<file path="src/include/lbarb_pkg.sv">
// Package: constants, states and carriers of the local bus arbiter
package lbarb_pkg;

  // ----------------------------------------------------------
  // Timing
  // ----------------------------------------------------------
  localparam int CLK_PERIOD_NS = 10;  // System clock period
  localparam int TIMING_UNIT_NS = 20; // One timing unit
  // Least time: round up to whole cycles, at least one
  localparam int UNIT_CYCLES_RAW =
    (TIMING_UNIT_NS + CLK_PERIOD_NS - 1) / CLK_PERIOD_NS;
  localparam int UNIT_CYCLES =
    (UNIT_CYCLES_RAW < 1) ? 1 : UNIT_CYCLES_RAW;
  localparam int TMR_W = 4;           // Timer counter width
  localparam logic [1:0] UNITS_ONE = 2'h1; // Spacing of one
  localparam logic [1:0] UNITS_TWO = 2'h2; // Init pulse length

  // ----------------------------------------------------------
  // Reset values
  // ----------------------------------------------------------
  localparam logic PIN_IDLE_LEVEL = 1'h1;  // Active-low idle
  localparam logic ROLE_AT_RESET = 1'h0;   // Slave role

  // ----------------------------------------------------------
  // Types
  // ----------------------------------------------------------
  // Arbitration sequence states of both roles
  typedef enum logic [3:0] {
    M_NORMAL, M_RELEASE, M_ACK, M_HOLD, M_EXIT,
    S_HOLD, S_PULSE, S_TAKE, S_OWN, S_BACKOFF, S_RELEASE,
    S_WAIT
  } lbarb_state_e_t;

  // Pin-facing outputs, grouped
  typedef struct packed {
    logic holdAckOut;   // Hold acknowledge value, master only
    logic holdAckOe;    // Hold acknowledge driven
    logic busRequestN;  // Bus request, active low
    logic addrDataOe;   // Address and data buses driven
    logic strobeOe;     // Read, write, byte-high driven
    logic aleOe;        // Address latch enable driven
  } lbarb_pin_out_t;

  // Synchroniser and edge detector state
  typedef struct packed {
    logic stage1;
    logic stage2;
    logic stage3;
  } lbarb_sync_t;

  // Timing unit counter state
  typedef struct packed {
    logic             running;
    logic [TMR_W-1:0] count;
  } lbarb_tmr_t;

endpackage

</file>
<file path="src/verilog/lbarb_edge_sync.sv">
// Two-stage input synchroniser with edge detection
`timescale 1ns/100ps
`default_nettype none
module lbarb_edge_sync
  import lbarb_pkg::*;
#(
  parameter logic INIT = 1'h1       // Level held during reset
)
(
  input  wire logic clk_sys,
  input  wire logic reset,
  input  wire logic clkEn,
  input  wire logic pinIn,
  output logic      level,
  output logic      rise,
  output logic      fall
);

  lbarb_sync_t s_r;   // Registered state
  lbarb_sync_t s_nxt; // Next state

  // ----------------------------------------------------------
  // Shift chain
  // ----------------------------------------------------------
  // First stage only feeds the second; edges use later stages
  always_comb
  begin
    s_nxt = s_r;
    if (clkEn)
    begin
      s_nxt.stage1 = pinIn;
      s_nxt.stage2 = s_r.stage1;
      s_nxt.stage3 = s_r.stage2;
    end
  end

  always_ff @(posedge clk_sys or posedge reset)
  begin
    if (reset)
      s_r <= {INIT, INIT, INIT};
    else
      s_r <= s_nxt;
  end

  assign level = s_r.stage2;
  assign rise  = s_r.stage2 & ~s_r.stage3;
  assign fall  = ~s_r.stage2 & s_r.stage3;

endmodule
`default_nettype wire

</file>
<file path="src/verilog/lbarb_unit_timer.sv">
// Counter of whole timing units
`timescale 1ns/100ps
`default_nettype none
module lbarb_unit_timer
  import lbarb_pkg::*;
(
  input  wire logic       clk_sys,
  input  wire logic       reset,
  input  wire logic       clkEn,
  input  wire logic       start,  // Restart with a new length
  input  wire logic [1:0] units,  // Length in timing units
  output logic            done    // Length elapsed, one cycle
);

  lbarb_tmr_t t_r;   // Registered state
  lbarb_tmr_t t_nxt; // Next state

  // ----------------------------------------------------------
  // Count down
  // ----------------------------------------------------------
  // Loaded one short so done marks the exact elapsed edge
  always_comb
  begin
    t_nxt = t_r;
    if (clkEn)
    begin
      if (start)
      begin
        t_nxt.running = 1'h1;
        t_nxt.count = TMR_W'(int'(units) * UNIT_CYCLES - 1);
      end
      else if (t_r.running && t_r.count == '0)
        t_nxt.running = 1'h0;
      else if (t_r.running)
        t_nxt.count = t_r.count - TMR_W'(1);
    end
  end

  always_ff @(posedge clk_sys or posedge reset)
  begin
    if (reset)
      t_r <= '0;
    else
      t_r <= t_nxt;
  end

  assign done = t_r.running && (t_r.count == '0);

endmodule
`default_nettype wire

</file>
<file path="src/verilog/lbarb_arbiter.sv">
// Local bus master/slave hold arbitration for one controller
`timescale 1ns/100ps
`default_nettype none
module lbarb_arbiter
  import lbarb_pkg::*;
(
  input  wire logic      clk_sys,
  input  wire logic      reset,
  input  wire logic      clkEn,
  // Configuration levels
  input  wire logic      arbitrationMasterSelect,
  input  wire logic      holdResponseEnable,
  input  wire logic      multiplexedMode,
  // Arbitration pins
  input  wire logic      holdRequestN,
  input  wire logic      holdAckNIn,
  // External bus controller side
  input  wire logic      extAccessReq,
  input  wire logic      busCycleActive,
  output lbarb_pin_out_t pinOut,
  output logic           busOwned,
  output logic           holdStatus
);

  // ----------------------------------------------------------
  // State
  // ----------------------------------------------------------
  typedef struct packed {
    lbarb_state_e_t st;        // Sequence state
    logic           role;      // 1 master, 0 slave
    logic           holdPend;  // Master: hold request seen
    logic           ackTimeOk; // Master: one unit after ack
    logic           didCycle;  // Slave: one cycle performed
    logic           hreSeen;   // Previous enable level
    lbarb_pin_out_t pins;      // Pin-facing outputs
    logic           owned;     // Controller may start cycles
    logic           hold;      // In hold
  } lbarb_arb_t;

  lbarb_arb_t s_r;   // Registered state
  lbarb_arb_t s_nxt; // Next state

  logic       reqLevel;  // Synchronised hold request
  logic       reqRise;   // Hold request rising edge
  logic       reqFall;   // Hold request falling edge
  logic       ackFall;   // Acknowledge input falling edge
  logic       tmrStart;  // Restart the unit timer
  logic [1:0] tmrUnits;  // Units to load
  logic       tmrDone;   // Timer elapsed

  // ----------------------------------------------------------
  // Input synchronisers
  // ----------------------------------------------------------
  // Hold request is sampled through two flops
  lbarb_edge_sync #(
    .INIT (PIN_IDLE_LEVEL)
  ) u_req_sync (
    .clk_sys (clk_sys),
    .reset   (reset),
    .clkEn   (clkEn),
    .pinIn   (holdRequestN),
    .level   (reqLevel),
    .rise    (reqRise),
    .fall    (reqFall)
  );

  // Acknowledge input matters only in slave role
  lbarb_edge_sync #(
    .INIT (PIN_IDLE_LEVEL)
  ) u_ack_sync (
    .clk_sys (clk_sys),
    .reset   (reset),
    .clkEn   (clkEn),
    .pinIn   (holdAckNIn),
    .level   (),
    .rise    (),
    .fall    (ackFall)
  );

  // ----------------------------------------------------------
  // Timing unit counter
  // ----------------------------------------------------------
  lbarb_unit_timer u_timer (
    .clk_sys (clk_sys),
    .reset   (reset),
    .clkEn   (clkEn),
    .start   (tmrStart),
    .units   (tmrUnits),
    .done    (tmrDone)
  );

  // ----------------------------------------------------------
  // Arbitration sequence
  // ----------------------------------------------------------
  // Drive enables change one state before or after the
  // acknowledge, so the two parties never overlap
  always_comb
  begin
    s_nxt = s_r;
    tmrStart = 1'h0;
    tmrUnits = UNITS_ONE;
    if (clkEn)
    begin
      s_nxt.hreSeen = holdResponseEnable;
      // Hold request edge memory; cleared by the rise
      if (reqFall)
        s_nxt.holdPend = 1'h1;
      else if (reqRise)
        s_nxt.holdPend = 1'h0;

      if (arbitrationMasterSelect != s_r.role)
      begin
        // Role change restarts the sequence of the new role
        s_nxt.role = arbitrationMasterSelect;
        s_nxt.pins.holdAckOe = arbitrationMasterSelect;
        s_nxt.pins.holdAckOut = PIN_IDLE_LEVEL;
        s_nxt.pins.busRequestN = PIN_IDLE_LEVEL;
        s_nxt.pins.addrDataOe = arbitrationMasterSelect;
        s_nxt.pins.strobeOe = arbitrationMasterSelect;
        s_nxt.owned = arbitrationMasterSelect;
        s_nxt.hold = ~arbitrationMasterSelect;
        s_nxt.holdPend = ~reqLevel;
        s_nxt.st = arbitrationMasterSelect ? M_NORMAL : S_HOLD;
      end
      else
      begin
        unique case (s_r.st)
          // Master owns the bus, acknowledge and request high
          M_NORMAL:
          begin
            // Disabled response ignores requests
            if (s_r.holdPend && holdResponseEnable)
            begin
              s_nxt.owned = 1'h0;
              s_nxt.st = M_RELEASE;
            end
          end
          // Let a running cycle finish first
          M_RELEASE:
          begin
            if (!busCycleActive)
            begin
              s_nxt.pins.addrDataOe = 1'h0;
              s_nxt.pins.strobeOe = 1'h0;
              s_nxt.st = M_ACK;
            end
          end
          // Bus already floating; now grant
          M_ACK:
          begin
            s_nxt.pins.holdAckOut = 1'h0;
            s_nxt.hold = 1'h1;
            s_nxt.ackTimeOk = 1'h0;
            tmrStart = 1'h1;
            s_nxt.st = M_HOLD;
          end
          // In hold; may ask for the bus after one unit
          M_HOLD:
          begin
            if (tmrDone)
              s_nxt.ackTimeOk = 1'h1;
            // Request only on real need, not before one unit
            if (extAccessReq && (s_r.ackTimeOk || tmrDone))
              s_nxt.pins.busRequestN = 1'h0;
            if (!s_r.holdPend)
            begin
              // Acknowledge high before touching the bus
              s_nxt.pins.holdAckOut = 1'h1;
              s_nxt.hold = 1'h0;
              tmrStart = 1'h1;
              s_nxt.st = M_EXIT;
            end
          end
          // Back on the bus; request ends one unit later
          M_EXIT:
          begin
            s_nxt.pins.addrDataOe = 1'h1;
            s_nxt.pins.strobeOe = 1'h1;
            s_nxt.owned = 1'h1;
            if (tmrDone)
            begin
              s_nxt.pins.busRequestN = 1'h1;
              s_nxt.st = M_NORMAL;
            end
          end
          // Slave floating, working from internal resources
          S_HOLD:
          begin
            s_nxt.hold = 1'h1;
            if (holdResponseEnable && !s_r.hreSeen)
            begin
              // Enabling gives a short request pulse
              s_nxt.pins.busRequestN = 1'h0;
              tmrUnits = UNITS_TWO;
              tmrStart = 1'h1;
              s_nxt.st = S_PULSE;
            end
            else
            begin
              // Request follows the need for an access
              s_nxt.pins.busRequestN =
                ~(extAccessReq && holdResponseEnable);
              // Grant edge while requesting releases
              if (ackFall && !s_r.pins.busRequestN)
                s_nxt.st = S_TAKE;
            end
          end
          // Initial request pulse of two units
          S_PULSE:
          begin
            if (tmrDone)
            begin
              s_nxt.pins.busRequestN = 1'h1;
              s_nxt.st = S_HOLD;
            end
          end
          // Take the bus over
          S_TAKE:
          begin
            s_nxt.pins.addrDataOe = 1'h1;
            s_nxt.pins.strobeOe = 1'h1;
            s_nxt.owned = 1'h1;
            s_nxt.hold = 1'h0;
            s_nxt.didCycle = 1'h0;
            s_nxt.st = S_OWN;
          end
          // Own the bus; hold request counts only after a cycle
          S_OWN:
          begin
            if (busCycleActive)
              s_nxt.didCycle = 1'h1;
            if (!reqLevel && s_r.didCycle)
            begin
              s_nxt.owned = 1'h0;
              s_nxt.st = S_BACKOFF;
            end
          end
          // Finish the access, then float
          S_BACKOFF:
          begin
            if (!busCycleActive)
            begin
              s_nxt.pins.addrDataOe = 1'h0;
              s_nxt.pins.strobeOe = 1'h0;
              s_nxt.hold = 1'h1;
              s_nxt.st = S_RELEASE;
            end
          end
          // Floating; now release the master
          S_RELEASE:
          begin
            s_nxt.pins.busRequestN = 1'h1;
            s_nxt.st = S_WAIT;
          end
          // Master keeps at least one full cycle
          S_WAIT:
          begin
            if (reqLevel)
              s_nxt.st = S_HOLD;
          end
          default:
          begin
            s_nxt.st = s_r.role ? M_NORMAL : S_HOLD;
          end
        endcase
      end
      // Latch enable only exists on a multiplexed bus
      s_nxt.pins.aleOe = s_nxt.pins.strobeOe & multiplexedMode;
    end
  end

  // ----------------------------------------------------------
  // State register
  // ----------------------------------------------------------
  // Reset lands in slave role, fully floating
  always_ff @(posedge clk_sys or posedge reset)
  begin
    if (reset)
    begin
      s_r <= '0;
      s_r.st <= S_HOLD;
      s_r.role <= ROLE_AT_RESET;
      s_r.pins.holdAckOut <= PIN_IDLE_LEVEL;
      s_r.pins.busRequestN <= PIN_IDLE_LEVEL;
      s_r.hold <= 1'h1;
    end
    else
      s_r <= s_nxt;
  end

  // ----------------------------------------------------------
  // Outputs, straight from the state register
  // ----------------------------------------------------------
  assign pinOut = s_r.pins;
  assign busOwned = s_r.owned;
  assign holdStatus = s_r.hold;

endmodule
`default_nettype wire

</file>
<file path="config.mk">
export PLATFORM = sky130hd
export DESIGN_NAME = lbarb_arbiter
export DESIGN_NICKNAME = d
export VERILOG_FILES = /design/src/include/lbarb_pkg.sv /design/src/verilog/lbarb_edge_sync.sv /design/src/verilog/lbarb_unit_timer.sv /design/src/verilog/lbarb_arbiter.sv
export SDC_FILE = /design/constraint.sdc
export NUM_CORES = 1
export LEC_CHECK = 0
export ABC_AREA = 1
export BUFFER_PORTS_ARGS = -buffer_cell sky130_fd_sc_hd__clkbuf_2
export CAP_MARGIN = 20
export CORE_UTILIZATION = 63
export CTS_CLUSTER_DIAMETER = 30
export DETAILED_ROUTE_END_ITERATION = 8
export PLACE_DENSITY = 0.85
export SETUP_SLACK_MARGIN = 0.1
export SLEW_MARGIN = 10
export SYNTH_ARGS = -nofsm -noshare
export SYNTH_HDL_FRONTEND = slang
export SYNTH_SLANG_ARGS = --single-unit
</file>
<file path="constraint.sdc">
create_clock -name clk_sys -period 2.5 [get_ports clk_sys]
set_input_delay 0 -clock clk_sys [delete_from_list [all_inputs] [get_ports clk_sys]]
set_output_delay 0 -clock clk_sys [all_outputs]
set_load 0.01 [all_outputs]
</file>
==> flow_metrics.env <==
export IMPL_status="finished, violations left"
export IMPL_violations="negative hold slack"
export IMPL_synth_seq_cells=27
export IMPL_num_rows=18
export IMPL_numClockSinks=27
export IMPL_report_final_slew_viol_count=0
export IMPL_cts_tree="done"
export IMPL_fill_cells=195
export IMPL_cts_setup_buffers=0
export IMPL_cp_startpoint="pinOut[4]$_DFFE_PP0P_"
export IMPL_io_pins=18
export IMPL_fp_dieH_um=55.2
export IMPL_cpPeakStageDelay_ps=430
export IMPL_n_antenna_cell=0
export IMPL_final_cell_mix="nand2_1, nor2_1, inv_1, o21ai_0, nand3_1"
export IMPL_synth_nets=278
export IMPL_antenna_left=0
export IMPL_ys_seq_area_share_pct=38.7
export IMPL_ir_drop_uv=666
export IMPL_antenna_found_initial=0
export IMPL_cp_data_required_time_ps=2760
export IMPL_synth_top_area_share_pct=22.5
export IMPL_min_path_type="in -> reg"
export IMPL_worstPathArrival_ps=2240
export IMPL_cp_top_family="simple AND/OR/NAND/NOR gates"
export IMPL_wl_per_cell_um=13.8
export IMPL_synth_ff_type="dfrtp_1"
export IMPL_crit_type="reg -> reg"
export IMPL_skew_ps=20.4
export IMPL_drive_above_1_share_pct=15.9
export IMPL_period_share_pct=79.4
export IMPL_fin_nets=298
export IMPL_drt_iter0_drc=88
export IMPL_grt_pass1_wl_um=7510
export IMPL_area_delta_synth_final_pct=10.6
export IMPL_r2r_start="pinOut[4]$_DFFE_PP0P_"
export IMPL_die_x_um=55.2
export IMPL_path_cells="inv_1, nor2_1, inv_1, nand2_1, nor2_4, inv_1, nor2_2, inv_1, ha_1, nor2_1, a21oi_1, o21ai_0"
export IMPL_syn_area_sq_um=1780
export IMPL_synth_avg_cell_area_sq_um=6.75
export IMPL_post_place_ws_ps=558
export IMPL_period_needed_ps=1980
export IMPL_tns_ps=0
export IMPL_max_slew_worst_pin_slew_ps=637
export IMPL_grt_use_total_pct=30.5
export IMPL_ys_types=27
export IMPL_vias=1778
export IMPL_slew_headroom_pct=57.5
export IMPL_synth_cells=264
export IMPL_place_congestion=0.966
export IMPL_cts_buffers=3
export IMPL_critPathLaunchType="flip-flop"
export IMPL_dieArea_sq_um=3050
export IMPL_floorplan_initialDensity_pct=69.4
export IMPL_ys_warn_count=0
export IMPL_root_buffer="clkbuf_4"
export IMPL_end_kind="flip-flop"
export IMPL_power_per_cell_area_nw_per_um2=944
export IMPL_rrSetupSlack_ps=520
export IMPL_worst_slack_ps=516
export IMPL_clock_path_buffers=2
export IMPL_yosysTopAreaCell="dfrtp_1"
export IMPL_viasPerCell=5.68
export IMPL_rsz0062_at_grt="no"
export IMPL_setup_viol=0
export IMPL_fmax_ghz=0.504
export IMPL_hold_viol=1
export IMPL_clk_latency_ps=350
export IMPL_final_common_cell="nand2_1"
export IMPL_wl_um=4320
export IMPL_leakagePower_uw=0.00104
export IMPL_io_buffers=17
export IMPL_synth_enable_flop_cells=0
export IMPL_crit_top_cell="inv_1"
export IMPL_path_clk_slew_ps=170
export IMPL_grt_pass1_vias=1752
export IMPL_worst_path_max_delay_cell="dfrtp_1"
export IMPL_min_delay_start="extAccessReq"
export IMPL_max_cap_viol_count=0
export IMPL_h_tree_depth=1
export IMPL_cp_num_buf_inv=4
export IMPL_coreArea_sq_um=2570
export IMPL_grt_max_degree=28
export IMPL_drt_first_pass_iters=4
export IMPL_drc=0
export IMPL_yosys_top_cells_area="dfrtp_1, nand2_1, dfstp_2, nor2_1, o21ai_0"
export IMPL_crit_fanout=6
export IMPL_cts_resized=0
export IMPL_fin_hold_ws_ps=-5.12
export IMPL_grt_overflow=0
export IMPL_dp_hpwl_um=3060
export IMPL_synthArstFlopShare_pct=100
## metrics by stage
stage	total power [uW]	utilization, %	area, sq um	std cells
finish	1860	76.8	1970	313
global route	2020	76.8	1970	313
CTS	1830	75.7	1940	312
detailed placement	1620	71.8	1840	301
global placement	1600	71.8	1840	301
floorplan	1430	-	1780	264
## worst paths after layout
path	to	depth (start not counted)
worst max-delay path	u_timer.t_r[2]$_DFFE_PP0P_	12
worst min-delay path	pinOut[3]$_DFFE_PP1P_	4
worst max register to register	u_timer.t_r[2]$_DFFE_PP0P_	12
worst min register to register	u_ack_sync.s_r[2]$_DFFE_PP1P_	2
max in group asynchronous	s_r[13]$_DFFE_PP1P_	4
min in group asynchronous	pinOut[0]$_DFFE_PP0P_	3
## cell type report
type | instances | area (sq um) | area share, %
Multi-Input combinational cell | 196 | 911 | 46.2
Sequential cell | 27 | 689 | 35.0
Timing Repair Buffer | 26 | 190 | 9.64
Inverter | 30 | 113 | 5.71
Tap cell | 30 | 37.5 | 1.90
Clock buffer | 3 | 22.5 | 1.14
Clock inverter | 1 | 8.76 | 0.444
## sequential cells by signal, indices dropped and copies added, names as in the netlist
name and cells:
u_timer.t_r 5, holdStatus 1, busOwned 1, u_ack_sync.level 1, u_req_sync.level 1, pinOut 6, u_ack_sync.s_r 2, u_req_sync.s_r 2
s_r 8
## synth_stat cells (2+ instances only)
cell,n
dfstp_2,11
buf_4,7
inv_1,29
nor2_1,33
nand3_1,18
a21oi_1,12
dfrtp_1,16
nor2_2,4
ha_1,4
nand2_2,2
clkbuf_1,2
o21ai_0,23
buf_2,2
nand4_1,2
nand2_1,86
nand3b_1,2
## metal layers
layer	vias to the layer above	global-route usage [%]	part of all wire [%]
met4	0	11.1	2.6
met1	819	38.4	43
met3	13	3.28	6.0
met5	-	0	0
li1	872	-	-
met2	74	53.9	49
## what timing repair did
action / 4_1_cts / 5_1_grt
endpoints found under the hold margin: 22 / 0
endpoints found under the setup margin: 0 / 0
hold buffers: 7 / 0
## logic make-up after synthesis
group	after synthesis	synth area share (%)
and+or+nand+nor	151	35.9
xor gates and xnor gates	1	0.491
buffers and inverters	41	10.2
AOI/OAI and AO/OA	40	11.9
adders and majority gates	4	2.81
DFF	27	38.7
## worst reg2reg max path, stage by stage (launching register included)
cell,delay (ps)
dfrtp_1,430
inv_1,110
nor2_1,80
inv_1,130
nand2_1,160
nor2_4,210
inv_1,110
nor2_2,110
inv_1,70
ha_1,280
nor2_1,40
a21oi_1,90
o21ai_0,90
## power breakdown
part           switching (uW)  internal, uW  leakage [uW]
sequential                113           610      0.000317
clock                     145          65.4     0.0000183
combinational             611           317      0.000708
total                     868           993       0.00104
Note: power is estimated with default switching activity, not from simulation.
